--- config.mk ---
export PLATFORM = sky130hd
export DESIGN_NAME = ebs_top
export DESIGN_NICKNAME = d
export VERILOG_FILES = /design/src/hdl/ebs_clkdiv.v /design/src/hdl/ebs_top.v
export VERILOG_INCLUDE_DIRS = /design/src /design/src/shared
export SDC_FILE = /design/constraint.sdc
export NUM_CORES = 1
export LEC_CHECK = 0
export CAP_MARGIN = 10
export CORE_ASPECT_RATIO = 1.25
export CORE_UTILIZATION = 40
export DETAILED_ROUTE_END_ITERATION = 12
export DONT_BUFFER_PORTS = 1
export PLACE_DENSITY = 0.64
export SLEW_MARGIN = 20
export SYNTH_ARGS = -nofsm -noshare
export SYNTH_HDL_FRONTEND = slang
export SYNTH_SLANG_ARGS = --single-unit
--- constraint.sdc ---
create_clock -name MCLK -period 2.45 [get_ports MCLK]
set_input_delay 0.3675 -clock MCLK [delete_from_list [all_inputs] [get_ports MCLK]]
set_output_delay 0.3675 -clock MCLK [all_outputs]
set_load 0.005 [all_outputs]
--- src/shared/ebs_defs.vh ---
// Constants for the external bus strobe steering block
`ifndef EBS_DEFS_VH
`define EBS_DEFS_VH
// Target classes decoded per cycle
`define EBS_TGT_RAM      3'h0
`define EBS_TGT_SRAM     3'h1
`define EBS_TGT_CARD     3'h2
`define EBS_TGT_ROM      3'h3
`define EBS_TGT_IO       3'h4
`define EBS_TGT_EXPMEM   3'h5
// Boot segment F000:0..FFFF:F in a 24-bit space (top nibble of 20-bit address)
`define EBS_BOOT_SEG_HI  4'hf
// Window map fields: 16 KB windows selected by address bits 19:14
`define EBS_WIN_LSB      14
`define EBS_WIN_MSB      19
// Expansion clock: 100 MHz / 12 = 8.33 MHz, toggle every 6 cycles
`define EBS_CLK_HZ       100000000
`define EBS_XCLK_HZ      8000000
`define EBS_XCLK_HALF    ((`EBS_CLK_HZ / `EBS_XCLK_HZ) / 2)
// Strobe counter load (pulse lasts one cycle longer) and reset stretch length
`define EBS_STROBE_CYC   4'h3
`define EBS_RST_STRETCH  8'h10
`endif
--- src/hdl/ebs_clkdiv.v ---
// Divider producing the expansion bus clock and its enable pulse
`timescale 1ns/1ps
`include "ebs_defs.vh"
module ebs_clkdiv (
  input  wire clk,
  input  wire rst,
  output reg  xclk,
  output wire xclk_rise
);
  // Half period in system clocks; only the low four bits are meaningful
  localparam integer HALF_INT = `EBS_XCLK_HALF;
  localparam [3:0]   HALF     = HALF_INT[3:0];
  reg [3:0] cnt_reg;  // Cycle counter within a half period

  // Toggle the output every half period; rise pulse marks a new bus tick
  always @(posedge clk) begin
    if (rst) begin
      cnt_reg <= 4'h0;
      xclk    <= 1'b0;
    end else if (cnt_reg == HALF - 4'h1) begin
      cnt_reg <= 4'h0;
      xclk    <= ~xclk;
    end else begin
      cnt_reg <= cnt_reg + 4'h1;
    end
  end

  assign xclk_rise = (cnt_reg == HALF - 4'h1) & ~xclk;
endmodule

--- src/hdl/ebs_top.v ---
// External bus strobe steering: address decode, strobes, sizing, ready, reset
// Notes on behaviour
// - Address bus meaning follows decoded target class
// - External ready ORed with internal; wait states
// - Strap low 16-bit ROM, high 8-bit
// - ROM enable zero for unshadowed boot reads
// - Mapped windows may enable either ROM bank
// - I/O read strobe; optional internal suppression
// - I/O write strobe; optional internal suppression
// - No memory read strobe for RAM; ROM OE option
// - Memory write strobe only for expansion memory
// - Expansion clock output near 8 MHz
// - Core power-good low resets all, asserts reset out
// - System power-good low resets peripherals, restarts clocks
`timescale 1ns/1ps
`include "ebs_defs.vh"
module ebs_top (
  input  wire        MCLK,
  input  wire        RESET,
  // CPU side request
  input  wire        CPU_REQ,          // One-cycle cycle start
  input  wire        CPU_IO,           // 1 = I/O cycle, 0 = memory
  input  wire        CPU_WR,           // 1 = write
  input  wire        CPU_WORD,         // 1 = word transfer
  input  wire [23:0] CPU_ADDR,
  input  wire [15:0] CPU_WDATA,
  output reg  [15:0] CPU_RDATA,
  output wire        CPU_READY,        // Cycle finished this clock
  output wire        CPU_WAIT,         // Wait state inserted
  input  wire        INT_NOT_READY,    // Internal source requesting extension
  // Configuration
  input  wire        BIOS_SHADOWED,
  input  wire        IORD_SUPPRESS_INT,
  input  wire        IOWR_SUPPRESS_INT,
  input  wire        INT_PERIPH_HIT,   // Address is an on-chip peripheral
  input  wire        MEM_RD_AS_ROM_OE, // Memory read strobe drives ROM OE
  input  wire        RAM_HIT,
  input  wire        SRAM_HIT,
  input  wire        CARD_HIT,
  input  wire [63:0] WIN_BANK_ZERO_MAP, // Expanded memory mapping to ROM bank zero
  input  wire [63:0] WIN_BANK_ONE_MAP,  // Expanded memory mapping to ROM bank one
  // Pins
  input  wire        IOCHRDY_IN,
  input  wire        ROM_WIDTH_STRAP,
  input  wire        IO_CS16_N,
  input  wire        MEM_CS16_N,
  input  wire        CORE_POWER_GOOD_IN,
  input  wire        SYSTEM_POWER_GOOD_IN,
  output reg  [23:0] A_OUT,
  output reg  [15:0] D_OUT,
  output reg         D_OE_N,           // Low while driving the data bus
  input  wire [15:0] D_IN,
  output reg  [2:0]  TARGET_CLASS,
  output reg         EXT_IO_READ_STROBE_N,
  output reg         EXT_IO_WRITE_STROBE_N,
  output reg         EXT_MEM_READ_STROBE_N,
  output reg         EXT_MEM_WRITE_STROBE_N,
  output reg  [1:0]  BOOT_ROM_CHIP_ENABLES_N,
  output reg         BYTE_HIGH_ENABLE_N,
  output wire        EXP_BUS_CLK,
  output wire        SYSTEM_RESET_OUT_N,
  output wire        CORE_RESET,       // Resets registers, RTC and processor
  output wire        CLOCK_RESTART
);
  // State codes, one-hot
  localparam [3:0] S_IDLE = 4'b0001;
  localparam [3:0] S_SET  = 4'b0010;
  localparam [3:0] S_STRB = 4'b0100;
  localparam [3:0] S_END  = 4'b1000;

  // Pin synchronisers, two flops each
  reg [5:0] s1_reg;
  reg [5:0] s2_reg;
  always @(posedge MCLK) begin
    s1_reg <= {IOCHRDY_IN, ROM_WIDTH_STRAP, IO_CS16_N, MEM_CS16_N,
               CORE_POWER_GOOD_IN, SYSTEM_POWER_GOOD_IN};
    s2_reg <= s1_reg;
  end
  wire chrdy   = s2_reg[5];
  wire strap   = s2_reg[4];
  wire iocs16n = s2_reg[3];
  wire mcs16n  = s2_reg[2];
  wire core_pg = s2_reg[1];
  wire sys_pg  = s2_reg[0];

  // Reset sources: core power-good resets everything
  wire core_rst = RESET | ~core_pg;
  assign CORE_RESET = core_rst;
  // System power-good restarts the clock divider
  wire clk_rst = core_rst | ~sys_pg;
  assign CLOCK_RESTART = ~sys_pg;

  // Reset output stretched past either power-good dropping
  reg [7:0] rst_cnt_reg;
  always @(posedge MCLK) begin
    if (RESET | ~core_pg | ~sys_pg)
      rst_cnt_reg <= `EBS_RST_STRETCH;
    else if (rst_cnt_reg != 8'h00)
      rst_cnt_reg <= rst_cnt_reg - 8'h01;
  end
  assign SYSTEM_RESET_OUT_N = (rst_cnt_reg == 8'h00);

  // Expansion bus clock; its rise pulse paces strobes
  wire xtick;
  ebs_clkdiv u_div (
    .clk       (MCLK),
    .rst       (clk_rst),
    .xclk      (EXP_BUS_CLK),
    .xclk_rise (xtick)
  );

  // Decode class of the target from address and hit inputs
  function [2:0] decode;
    input        io;
    input [23:0] a;
    input        ram, sram, card, rom_win;
    begin
      if (io)                                    decode = `EBS_TGT_IO;
      else if (ram)                              decode = `EBS_TGT_RAM;
      else if (sram)                             decode = `EBS_TGT_SRAM;
      else if (card)                             decode = `EBS_TGT_CARD;
      else if (rom_win)                          decode = `EBS_TGT_ROM;
      else                                       decode = `EBS_TGT_EXPMEM;
    end
  endfunction

  // Mapping window lookup used for both banks
  function win_hit;
    input [63:0] map;
    input [23:0] a;
    begin
      win_hit = map[a[`EBS_WIN_MSB:`EBS_WIN_LSB]];
    end
  endfunction

  wire boot_seg = (CPU_ADDR[19:16] == `EBS_BOOT_SEG_HI) & ~BIOS_SHADOWED;
  wire w0 = win_hit(WIN_BANK_ZERO_MAP, CPU_ADDR);
  wire w1 = win_hit(WIN_BANK_ONE_MAP, CPU_ADDR);
  wire [2:0] cls = decode(CPU_IO, CPU_ADDR, RAM_HIT, SRAM_HIT, CARD_HIT,
                          (boot_seg & ~CPU_WR) | w0 | w1);

  // Cycle registers
  reg [3:0]  st_reg;
  reg [3:0]  st_next;
  reg [2:0]  cls_reg;
  reg        io_reg, wr_reg, word_reg, intr_reg;
  reg [1:0]  rom_reg;          // Chip enables to assert, active high
  reg        split_reg;        // Word being done as two bytes
  reg        half_reg;         // 0 = low byte, 1 = high byte of split
  reg [23:0] addr_reg;
  reg [15:0] wd_reg;
  reg [3:0]  cnt_reg;

  // Width of target: ROM from strap, others from the chip-select pins
  wire wide = (cls_reg == `EBS_TGT_ROM) ? ~strap :
              io_reg ? ~iocs16n : ~mcs16n;
  wire odd_addr = addr_reg[0];
  // Combined ready: external OR internal requests for extension
  wire extend = ~chrdy | INT_NOT_READY;
  wire ext_target = (cls_reg == `EBS_TGT_IO) | (cls_reg == `EBS_TGT_EXPMEM) |
                    (cls_reg == `EBS_TGT_ROM);
  wire cnt_done = (cnt_reg == 4'h0);
  wire finish = (st_reg == S_END) & ~(split_reg & ~half_reg);
  // A narrow word is known to split before split_reg catches up at the tick
  wire split_now = split_reg | (word_reg & ~wide);

  assign CPU_READY = finish;
  assign CPU_WAIT  = (st_reg != S_IDLE) & ~finish;

  // Next state; strobes wait for a bus tick and the extend term to drop
  always @* begin
    case (st_reg)
      S_IDLE:  st_next = CPU_REQ ? S_SET : S_IDLE;
      S_SET:   st_next = xtick ? S_STRB : S_SET;
      S_STRB:  st_next = (cnt_done & ~extend) ? S_END : S_STRB;
      S_END:   st_next = (split_reg & ~half_reg) ? S_SET : S_IDLE;
      default: st_next = S_IDLE;
    endcase
  end

  // Cycle sequencer
  always @(posedge MCLK) begin
    if (core_rst) begin
      st_reg    <= S_IDLE;
      cls_reg   <= `EBS_TGT_RAM;
      io_reg    <= 1'b0;
      wr_reg    <= 1'b0;
      word_reg  <= 1'b0;
      intr_reg  <= 1'b0;
      rom_reg   <= 2'b00;
      split_reg <= 1'b0;
      half_reg  <= 1'b0;
      addr_reg  <= 24'h000000;
      wd_reg    <= 16'h0000;
      cnt_reg   <= 4'h0;
      CPU_RDATA <= 16'h0000;
    end else begin
      st_reg <= st_next;
      case (st_reg)
        S_IDLE: begin
          if (CPU_REQ) begin
            cls_reg  <= cls;
            io_reg   <= CPU_IO;
            wr_reg   <= CPU_WR;
            word_reg <= CPU_WORD;
            intr_reg <= INT_PERIPH_HIT;
            rom_reg  <= {w1, w0 | (boot_seg & ~CPU_WR)} & {2{~CPU_IO}};
            addr_reg <= CPU_ADDR;
            wd_reg   <= CPU_WDATA;
            half_reg <= 1'b0;
            split_reg <= 1'b0;
          end
        end
        S_SET: begin
          // Target width is sampled once its chip select has settled
          if (xtick) begin
            cnt_reg <= `EBS_STROBE_CYC;
            if (word_reg & ~wide & ~half_reg)
              split_reg <= 1'b1;
          end
        end
        S_STRB: begin
          if (!cnt_done)
            cnt_reg <= cnt_reg - 4'h1;
          if (cnt_done & ~extend & ~wr_reg) begin
            // Byte data always returns on the low lane when narrow
            if (split_reg & half_reg)
              CPU_RDATA[15:8] <= D_IN[7:0];
            else if (split_reg)
              CPU_RDATA[7:0]  <= D_IN[7:0];
            else if (~word_reg & odd_addr & ~wide)
              CPU_RDATA       <= {D_IN[7:0], D_IN[7:0]};
            else
              CPU_RDATA       <= D_IN;
          end
        end
        S_END: begin
          if (split_reg & ~half_reg) begin
            half_reg <= 1'b1;
            addr_reg <= addr_reg + 24'h000001;
          end
        end
        default: ;
      endcase
    end
  end

  // Pin drivers: strobes low only during the strobe phase
  always @(posedge MCLK) begin
    if (core_rst) begin
      A_OUT                   <= 24'h000000;
      D_OUT                   <= 16'h0000;
      D_OE_N                  <= 1'b1;
      TARGET_CLASS            <= `EBS_TGT_RAM;
      EXT_IO_READ_STROBE_N    <= 1'b1;
      EXT_IO_WRITE_STROBE_N   <= 1'b1;
      EXT_MEM_READ_STROBE_N   <= 1'b1;
      EXT_MEM_WRITE_STROBE_N  <= 1'b1;
      BOOT_ROM_CHIP_ENABLES_N <= 2'b11;
      BYTE_HIGH_ENABLE_N      <= 1'b1;
    end else begin
      A_OUT        <= addr_reg;
      TARGET_CLASS <= cls_reg;
      // Narrow targets get write data on the low lane
      if (split_reg & half_reg)
        D_OUT <= {wd_reg[15:8], wd_reg[15:8]};
      else if (odd_addr & ~word_reg)
        D_OUT <= {wd_reg[7:0], wd_reg[7:0]};
      else
        D_OUT <= wd_reg;
      D_OE_N <= ~(wr_reg & ext_target & (st_next == S_STRB | st_reg == S_STRB));
      if (st_next == S_STRB) begin
        EXT_IO_READ_STROBE_N  <= ~(io_reg & ~wr_reg &
                                   ~(IORD_SUPPRESS_INT & intr_reg));
        EXT_IO_WRITE_STROBE_N <= ~(io_reg & wr_reg &
                                   ~(IOWR_SUPPRESS_INT & intr_reg));
        // Never for RAM; for ROM only when configured as its OE
        EXT_MEM_READ_STROBE_N <= ~(~io_reg & ~wr_reg &
                                   ((cls_reg == `EBS_TGT_EXPMEM) |
                                    ((cls_reg == `EBS_TGT_ROM) &
                                     MEM_RD_AS_ROM_OE)));
        EXT_MEM_WRITE_STROBE_N <= ~(wr_reg &
                                    (cls_reg == `EBS_TGT_EXPMEM));
        BOOT_ROM_CHIP_ENABLES_N <= (cls_reg == `EBS_TGT_ROM) ?
                                   ~rom_reg : 2'b11;
        // High lane used by a wide word, an odd byte to a wide target
        BYTE_HIGH_ENABLE_N <= ~((word_reg & ~split_now) |
                                (odd_addr & ~split_now & wide));
      end else begin
        EXT_IO_READ_STROBE_N    <= 1'b1;
        EXT_IO_WRITE_STROBE_N   <= 1'b1;
        EXT_MEM_READ_STROBE_N   <= 1'b1;
        EXT_MEM_WRITE_STROBE_N  <= 1'b1;
        BOOT_ROM_CHIP_ENABLES_N <= 2'b11;
        BYTE_HIGH_ENABLE_N      <= 1'b1;
      end
    end
  end
endmodule

Word-level counts from Yosys, hierarchy flattened:

Cells that the tools add are included.

* $add $sub $neg: 4
* $lt $le $gt $ge: 1
* equality and inequality tests: 17
* multiplexer cells: 34
* bitwise gates (word level): 71
* reduce and logical (&&, ||, !) cells: 15

Operator list (number)
* 16-bit 2-to-1 mux: 3
* 24-bit 2-to-1 mux: 2
* 24-bit one-hot mux with 2 select lines: 1
* 1-bit NOT: 30
* 1-bit AND: 28
* 24-bit by 1-bit adder with 24-bit output (second input constant): 1
* 8-bit 2-to-1 mux: 3
* 3-bit 2-to-1 mux: 6
* 4-bit one-hot mux with 4 select lines: 1
* 1-bit binary-select mux with 6-bit select: 2
* 4-bit by 3-bit == test with 1-bit output (second input constant): 3
* 4-bit 2-to-1 mux: 3
* 3-bit AND reduction: 4
* 1-bit OR: 11
* 4-bit == test (second input constant): 2
* 8-bit zero test: 1
* 1-bit 2-to-1 mux: 8
* 2-bit inequality test (second input constant): 4
* 4-bit one-hot mux with 2 select lines: 1
* 8-bit nonzero test: 1
* 8-bit by 1-bit subtractor with 8-bit output (second input constant): 1
* 6-bit by 7-bit < comparator with 1-bit output (second input constant): 1
* 3-bit == test (second input constant): 2
* 2-bit nonzero test: 3
* other kinds (16): 20

* register bits: 151
* input port bits: 205
* output and inout bits: 73
* word-level logic and storage cells: 171

Depth between registers and ports, before layout:

Gate-level depths: netlist of run 1.

* depth in word-level cells: 11
* gate-level depth with buffers: 10
* gate-level depth less buffers: 8

Hierarchy:

A second synthesis of run 1 with hierarchy kept.

* cells, all modules: 784
* area, all modules: 7198.2 um^2

By module, submodules not included
* ebs_top: times used 1, cells an instance 761, area each 6980.4 um^2, sequential area each 2922.8 um^2
* ebs_clkdiv: times used 1, cells an instance 23, area each 217.7 um^2, sequential area each 100.1 um^2

Least setup slack after synthesis of run 1:

No wires, ideal clock.

* path kind: flip-flop to flip-flop
* start point: reg addr_reg[0]
* end point: reg addr_reg[22]
* library setup time: 0.119 ns
* arrival: 2.022 ns
* slack: 0.309 ns
* stages on the path, launching flop included: 7
* path buffers: 0
* path through: dfxtp_1 ha_1 nand4_1 nor4_1 and2_1 a31oi_1 o221a_2

* longest elaborated chain between the ends: 3

Ends and longest elaborated chain
* start: declaration: line ebs_top.v:150 `reg [23:0] addr_reg;`
* start signal: assignment: line ebs_top.v:240 `addr_reg <= addr_reg + 24'h000001;`
* 24-bit by 1-bit adder with 24-bit output: line ebs_top.v:240
* 24-bit 2-to-1 mux: line ebs_top.v:238 `if (split_reg & ~half_reg) begin`
* 24-bit one-hot mux with 2 select lines: line ebs_top.v:199 `case (st_reg)`

Every way passes these cells. The select of a mux whose other input is x is not followed.
A chain may end at the register's enable or synchronous reset.

Final worst setup path of run 1:

* start point: reg st_reg[0]
* end point: out CPU_READY

* longest elaborated chain between the ends: 2

Ends and longest elaborated chain
* start: declaration: line ebs_top.v:143 `reg [3:0] st_reg;`
* start signal: assignment: line ebs_top.v:198 `st_reg <= st_next;`
* 4-bit == test: line ebs_top.v:163 `wire finish = (st_reg == S_END) & ~(split_reg & ~half_reg);`
* 1-bit AND: line ebs_top.v:163
* end: declaration: line ebs_top.v:28 `output wire CPU_READY,`

Every way passes these cells.

==> results of run 1 <==
-- what timing repair did --
action / CTS / global route
gates resized for setup: 1 / 2
pin swaps: 0 / 0
cloned: 0 / 0
setup endpoints to repair: 2 / 3
endpoints found under the hold margin: 6 / 0
hold buffers: 6 / 0
setup buffers: 0 / 0
-- worst max path at each step --
stage                start           end  slack, ns
2_1_floorplan  addr_reg[0]  addr_reg[22]       0.31
3_3_place_gp    cnt_reg[0]  CPU_RDATA[1]       0.38
3_5_place_dp    cnt_reg[0]  CPU_RDATA[2]       0.30
4_1_cts          st_reg[0]     CPU_READY       0.04
5_1_grt          st_reg[0]     CPU_READY     0.0004
6_report         st_reg[0]     CPU_READY       0.12
-- kinds of logic after synthesis --
group,count (synthesis)
AND/OR/NAND/NOR,294
AO/OA/AOI/OAI,183
flip-flops,151
multiplexers,78
buffers and inverters,64
XOR/XNOR,12
adder cells (fa/ha/maj),6
-- power by group through the flow --
| stage | registers, mW | logic (mW) | clock network, mW |
|---|---|---|---|
| after global placement | 2.63 | 0.470 | 0 |
| after CTS | 2.58 | 0.484 | 2.60 |
| final | 2.58 | 0.483 | 2.53 |
| after floorplan | 2.61 | 0.418 | 0 |
| after global routing | 2.58 | 0.536 | 2.71 |
| after detailed placement | 2.63 | 0.475 | 0 |
-- worst max-delay path, stage by stage (launching register included) --
cell and delay (ns):
dfxtp_1 0.42, or4b_1 0.60, buf_6 0.23, nor2_1 0.16, buf_4 0.14
-- layout by cell type (no fill, tap or decap), types with 11 or more instances in the layout --
cell type  count
a211oi_1      18
a21oi_1       66
a22oi_1       11
and2_1        41
buf_4         21
clkbuf_16     17
dfxtp_1      150
inv_1         12
mux2i_1       67
mux4_2        11
nand2_1       88
nand3_1       19
nor2_1        77
nor3_1        12
o21ai_0       28
-- through the flow --
stage | hold slack, ns | total power, mW
floorplan | 0.3096 | 3.030
global placement | 0.3106 | 3.099
detailed placement | 0.3147 | 3.105
CTS | 0.05856 | 5.658
global route | 0.06485 | 5.827
finish | 0.07909 | 5.592
-- layout make-up --
type	count	area, sq um	area share, %
Sequential cell	151	3024	37.81
Clock buffer	18	439.2	5.491
Antenna cell	4	10.01	0.1252
Inverter	13	48.80	0.6101
Multi-Input combinational cell	573	3827	47.86
Timing Repair Buffer	28	229.0	2.863
Tap cell	224	280.3	3.504
Clock inverter	13	138.9	1.737
-- per-layer routing --
metal | global-route usage [%] | wire length [um]
met5 | 0 | 0
met4 | 9.815 | 570
met3 | 5.949 | 1309
met2 | 37.30 | 10110
met1 | 26.26 | 8241
==> flow_summary.json, run 1 <==
{
  "status": "completed",
  "syn_nets": 999,
  "core-area_sq_um": 17430,
  "seqPwrFrac_pct": 46.1,
  "rr_worst_depth": 7,
  "grt_pass1_vias": 5548,
  "p_leak_nw": 3.097,
  "hpwl_um": 15040,
  "synth_xor_area_share_pct": 1.475,
  "pwr-share-clk_pct": 45.3,
  "start_kind": "flip-flop",
  "grt_antenna_before_repair": 4,
  "maxCapViolCount": 0,
  "cts-buffers-inserted": 17,
  "hp-start": "CPU_WR",
  "portBuffers": 0,
  "dp_slack_ns": 0.2971,
  "synthCells": 788,
  "synthAdderAreaFrac_pct": 1.054,
  "synth-async-reset-ratio_pct": 0,
  "p_sw_mw": 1.402,
  "grt-ovfl-total": 0,
  "crit_type": "reg2out",
  "synth_top_area_share_pct": 42.42,
  "rows": 54,
  "skew_ns": 0.01205,
  "drc_errors": 0,
  "cts_tree": "built",
  "finalCritPeriodShare_pct": 95.14,
  "gp_congestion": 0.9037,
  "synth_compound_area_share_pct": 17.14,
  "wl_per_cell_um": 19.76,
  "ant_nets": 0,
  "powerDensity_nw_per_um2": 699.2,
  "postSynthAreaPerCell_sq_um": 9.043,
  "via_count": 5832,
  "internal_power_mw": 4.189,
  "synth_top_cell_by_area": "dfxtp_1",
  "first_pass_iters": 7,
  "num_io_pins": 278,
  "synth_common_cells": "dfxtp_1, nand2_1, nor2_1",
  "final_nets": 995,
  "yosysUniqueCellTypes": 68,
  "holdPathStages": 2,
  "synth_area_sq_um": 7126,
  "setup_tns_ns": 0,
  "yosysMostFrequentCell": "dfxtp_1",
  "synth_mux_area_share_pct": 12.89,
  "worstPathRequired_ns": 2.08,
  "synth_edf_count": 0,
  "cts.path.max_buffers": 2,
  "synth-simple-area-share_pct": 20.93,
  "area_delta_synth_final_pct": 12.24,
  "vdd_drop_max_uv": 401.0,
  "grt_pass1_wl_um": 30610,
  "clock_sinks": 151,
  "rsz0062_at_grt": "no",
  "cp-end-kind": "output port",
  "track_usage_pct": 22.16,
  "cp_max_fo": 41,
  "max_freq_mhz": 429.0,
  "dieWidth_um": 121.4,
  "drt_iter0_markers": 303,
  "whs_endpoint": "wr_reg",
  "die-area_sq_um": 18360,
  "avgViaCountPerCell": 5.695,
  "dpl_cell_area_sq_um": 7340,
  "clk_pin_slew_worst_paths_ns": 0.07,
  "slew_headroom_pct": 35.73,
  "dp.cells": 983,
  "synth_warnings": 0,
  "cts_root_buf": "clkbuf_16",
  "grt_max_degree": 55,
  "clk_latency_ns": 0.42,
  "drive_gt1_share_pct": 11.31,
  "instances_no_fill": 1024,
  "synth_top_family_by_area": "simple AND/OR/NAND/NOR gates",
  "netSwitchingFraction_pct": 25.08,
  "fin_util_pct": 45.88,
  "finalHoldViolations": 0,
  "hp-class": "in2reg",
  "cts.htree.levels": 4,
  "synth_flop_cell": "dfxtp_1",
  "p_comb_share_pct": 8.6,
  "r2r_setup_slack_ns": 0.28,
  "fin_area_sq_um": 7998,
  "fin_ws_ns": 0.1191,
  "r2r-end": "CPU_RDATA[4]",
  "die_h_um": 151.2,
  "maxSlewViolCount": 0,
  "routed_wl_um": 20230,
  "synth_seq_cells": 151,
  "regToRegStartpoint": "cnt_reg[0]",
  "seq_area_frac_synth_pct": 42.42,
  "synthTopCellsByArea": "dfxtp_1, mux2i_1, a21oi_1",
  "finalSetupViolCount": 0,
  "fill_cells": 1658,
  "min_period_ns": 2.331,
  "worstMarginPinSlew_ns": 0.9640,
  "start_util_pct": 40.88,
  "worstPathArrival_ns": 1.96
}
Note: power is estimated with default switching activity, not from simulation.
==> run 2: changes to the inputs <==
- CORE_UTILIZATION: 40 -> 52
- PLACE_DENSITY: 0.64 -> 0.77
==> flow_summary.json, run 2 (synthesis results as in run 1) <==
{
  "status": "completed",
  "cts_setup_buffers": 0,
  "crit_type": "reg2out",
  "vdd_drop_max_uv": 557.3,
  "ant_nets": 0,
  "core-area_sq_um": 13290,
  "area_delta_synth_final_pct": 10.94,
  "final_nets": 993,
  "grt-ovfl-total": 0,
  "avgViaCountPerCell": 6.221,
  "num_io_pins": 278,
  "grt_antenna_before_repair": 1,
  "setup_tns_ns": 0,
  "hpwl_um": 14960,
  "finalCritPeriodShare_pct": 95.70,
  "portBuffers": 0,
  "maxCapViolCount": 0,
  "cp-end-kind": "output port",
  "maxSlewViolCount": 0,
  "grt_pass1_vias": 5871,
  "regArea_sq_um": 3024,
  "cts_tree": "built",
  "grt_max_degree": 55,
  "multiInputGateArea_sq_um": 3827,
  "min_period_ns": 2.345,
  "routed_wl_um": 19880,
  "track_usage_pct": 28.05,
  "grt_pass1_wl_um": 30750,
  "worstMarginPinSlew_ns": 0.9213,
  "fill_cells": 1145,
  "cts_root_buf": "clkbuf_16",
  "finalSetupViolCount": 0,
  "die-area_sq_um": 14180,
  "worstPathArrival_ns": 1.98,
  "slew_headroom_pct": 38.57,
  "drc_errors": 0,
  "hold_slack_ns": 0.07598,
  "clk_latency_ns": 0.42,
  "die_h_um": 132.9,
  "wl_per_cell_um": 20.56,
  "finalHoldViolations": 0,
  "dieWidth_um": 106.7,
  "first_pass_iters": 7,
  "rows": 47,
  "drt_iter0_markers": 411,
  "start_util_pct": 53.62,
  "p_total_mw": 5.525,
  "hp-class": "in2reg",
  "gp_congestion": 0.8942,
  "via_count": 6016,
  "layout_common_cells": "dfxtp_1, nand2_1, nor2_1",
  "layout.cells.most_common": "dfxtp_1",
  "worstPathRequired_ns": 2.08,
  "skew_ns": 0.01410,
  "clock_sinks": 151,
  "cts.path.max_buffers": 2,
  "cp_max_fo": 41,
  "fin_area_sq_um": 7905,
  "max_freq_mhz": 426.5,
  "start_kind": "flip-flop",
  "drive_gt1_share_pct": 11.07,
  "p_leak_nw": 3.091,
  "cts.htree.levels": 4,
  "clk_pin_slew_worst_paths_ns": 0.06,
  "dpl_cell_area_sq_um": 7271,
  "cts-buffers-inserted": 17,
  "powerDensity_nw_per_um2": 699.0,
  "rsz0062_at_grt": "no"
}
run 2: cell types whose count changed in the layout (fill, tap and decap cells not counted), sizes merged:
cell	previous run	this run
clkbuf	18	20
clkinvlp	2	1
inv	18	20
clkinv	5	4
diode	4	1
bufinv	1	0
buf	22	20
run 2: metal layers:
metal / vias to the layer above / wire length, um / GRT usage (%)
met1: 2870 / 8050 / 35.32
met5: - / 0 / 0
met2: 300 / 9887 / 46.45
met3: 31 / 1460 / 6.453
met4: 0 / 486 / 10.50
li1: 2815 / - / -
run 2: what timing repair did:
| action | CTS | global route |
|---|---|---|
| hold endpoints to repair | 6 | 0 |
| gates resized for setup | 1 | 2 |
| hold buffers | 6 | 0 |
| endpoints found under the setup margin | 1 | 2 |
run 2: cell type report:
class	instances	area share (%)
Timing Repair Buffer	26	2.865
Sequential cell	151	38.26
Clock inverter	12	1.330
Multi-Input combinational cell	573	48.42
Inverter	13	0.6173
Tap cell	171	2.707
Antenna cell	1	0.03166
Clock buffer	20	5.777
run 2: where the power goes:
group	total (mW)	switching [mW]	internal (mW)
Combinational	0.486	0.266	0.220
Sequential	2.57	0.0553	2.52
Clock	2.47	1.08	1.38
run 2: critical path: stages, from the launching register on:
cell and delay (ns):
dfxtp_1 0.42, or4b_1 0.59, buf_6 0.23, nor2_1 0.18, buf_4 0.14
run 2: path summary, 6_finish.rpt:
path,start,to,slack [ns],cells after the start
max,st_reg[0],CPU_READY,0.11,4
min,CPU_WDATA[0],wd_reg[0],0.08,2
max reg2reg,st_reg[0],cls_reg[0],0.26,5
min reg2reg,s1_reg[0],s2_reg[0],0.33,0
run 2: through the flow:
stage / util, % / instances / setup WS [ns]
after floorplan: - / 788 / 0.3091
after global placement: 54.71 / 928 / 0.3555
after detailed placement: 54.71 / 928 / 0.2732
after CTS: 59.40 / 966 / 0.05993
after global routing: 59.48 / 967 / 0.02163
final: 59.48 / 967 / 0.1054
==> run 3: changes to the inputs <==
- CELL_PAD_IN_SITES_DETAIL_PLACEMENT: unset -> 1
- CELL_PAD_IN_SITES_GLOBAL_PLACEMENT: unset -> 1
- CORE_UTILIZATION: 52 -> 46
- PLACE_DENSITY: 0.77 -> 0.89
==> flow_summary.json, run 3 (synthesis results as in run 1) <==
{
  "finalCritPeriodShare_pct": 97.04,
  "via_count": 6136,
  "maxSlewViolCount": 0,
  "worstMarginPinSlew_ns": 0.9544,
  "grt_pass1_wl_um": 33830,
  "worstPathRequired_ns": 2.08,
  "hp-start": "INT_PERIPH_HIT",
  "clk_latency_ns": 0.43,
  "core-area_sq_um": 15080,
  "num_io_pins": 278,
  "vdd_drop_max_uv": 467.1,
  "maxCapViolCount": 0,
  "drt_iter0_markers": 315,
  "rows": 50,
  "clk_pin_slew_worst_paths_ns": 0.06,
  "cp-end-kind": "output port",
  "cts-buffers-inserted": 17,
  "worstPathArrival_ns": 2.01,
  "layout.cells.most_common": "dfxtp_1",
  "status": "completed",
  "start_kind": "flip-flop",
  "grt-ovfl-total": 0,
  "dieWidth_um": 113.3,
  "grt_max_degree": 55,
  "cts_setup_buffers": 0,
  "slew_headroom_pct": 36.37,
  "wl_per_cell_um": 22.04,
  "finalHoldViolations": 0,
  "ant_nets": 0,
  "final_nets": 993,
  "drive_gt1_share_pct": 11.45,
  "finalSetupViolCount": 0,
  "routed_wl_um": 22170,
  "cp_max_fo": 41,
  "min_period_ns": 2.377,
  "regToRegStartpoint": "st_reg[0]",
  "cts_root_buf": "clkbuf_16",
  "setup_tns_ns": 0,
  "cts_tree": "built",
  "fill_cells": 1714,
  "skew_ns": 0.009701,
  "start_util_pct": 47.26,
  "fin_util_pct": 52.91,
  "use_met3_pct": 6.062,
  "area_delta_synth_final_pct": 11.96,
  "gp_congestion": 0.8622,
  "crit_type": "reg2out",
  "portBuffers": 0,
  "hpwl_um": 16170,
  "cts.path.max_buffers": 2,
  "cp-startpoint": "st_reg[1]",
  "grt_pass1_vias": 6316,
  "grt_most_used_layer": "met2",
  "avgViaCountPerCell": 6.099,
  "powerDensity_nw_per_um2": 708.9,
  "die_h_um": 141.2,
  "use_met1_pct": 31.90,
  "layout_common_cells": "dfxtp_1, nand2_1, nor2_1",
  "rsz0062_at_grt": "no",
  "grt_antenna_before_repair": 3,
  "track_usage_pct": 27.58,
  "die-area_sq_um": 16000,
  "hp-class": "in2reg",
  "drc_errors": 0,
  "p_leak_nw": 3.096,
  "first_pass_iters": 4,
  "use_met2_pct": 48.85,
  "cts.htree.levels": 4,
  "clock_sinks": 151,
  "max_freq_mhz": 420.6
}
[run 3: changes by cell type in the layout (fill, tap and decap cells not counted)]
| cell | delta |
|---|---|
| diode_2 | +2 |
| or4b_4 | +1 |
| bufinv_16 | +1 |
| clkbuf_8 | -1 |
| inv_6 | +1 |
| clkinvlp_4 | +1 |
| clkinv_4 | -2 |
| inv_2 | +1 |
| nor2_1 | -1 |
| or4b_1 | -1 |
| nor2_2 | +1 |
| inv_1 | -1 |
[run 3: metal layers]
metal / share of wire, % / wire (um)
met1: 40 / 8770
met2: 52 / 11630
met3: 5.5 / 1224
met4: 2.4 / 539
met5: 0 / 0
[run 3: worst paths after layout]
| path | to | slack (ns) | depth (start not counted) |
|---|---|---|---|
| worst max-delay path | CPU_READY | 0.07 | 4 |
| worst min-delay path | intr_reg | 0.07 | 2 |
| worst max register to register | addr_reg[6] | 0.18 | 5 |
| worst min register to register | s2_reg[2] | 0.33 | 0 |
[run 3: timing repair]
| action | 4_1_cts | 5_1_grt |
|---|---|---|
| gates cloned | 0 | 0 |
| hold endpoints to repair | 6 | 0 |
| resized for setup | 2 | 4 |
| hold buffers | 6 | 0 |
| endpoints found under the setup margin | 2 | 3 |
[run 3: where the power goes]
part           internal, mW  leakage [nW]  total (mW)  switching (mW)
combinational         0.218          1.59       0.496           0.278
sequential             2.52          1.23        2.58          0.0609
clock                  1.46         0.280        2.58            1.12
total                  4.19          3.10        5.66            1.46
[run 3: per-stage QoR]
step                setup slack (ns)  total power, mW  hold slack, ns  cells  area (sq um)
finish                       0.07253            5.655         0.07233   1006          7978
global route                 0.02009            5.833         0.06675   1006          7978
CTS                          0.01372            5.673         0.06181   1003          7959
global placement              0.3424            3.081          0.3150    965          7317
detailed placement            0.2460            3.115          0.3150    965          7317
floorplan                     0.3091            3.030          0.3096    788          7126
[run 3: critical path, cell delays in order (launching register included)]
cell and delay [ns]:
dfxtp_1 0.42, or4b_4 0.61, buf_6 0.23, nor2_2 0.19
buf_4 0.13
[run 3: layout make-up]
cell class              count  area [sq um]  share of cell area [%]
multi-input cells         573          3834                   48.06
diodes                      3         7.507                 0.09410
clock buffers              19         442.9                   5.552
clock inverters            13         133.9                   1.678
well taps                 208         260.3                   3.262
repair buffers             26         226.5                   2.839
inverters                  13         48.80                  0.6117
flip-flops and latches    151          3024                   37.91
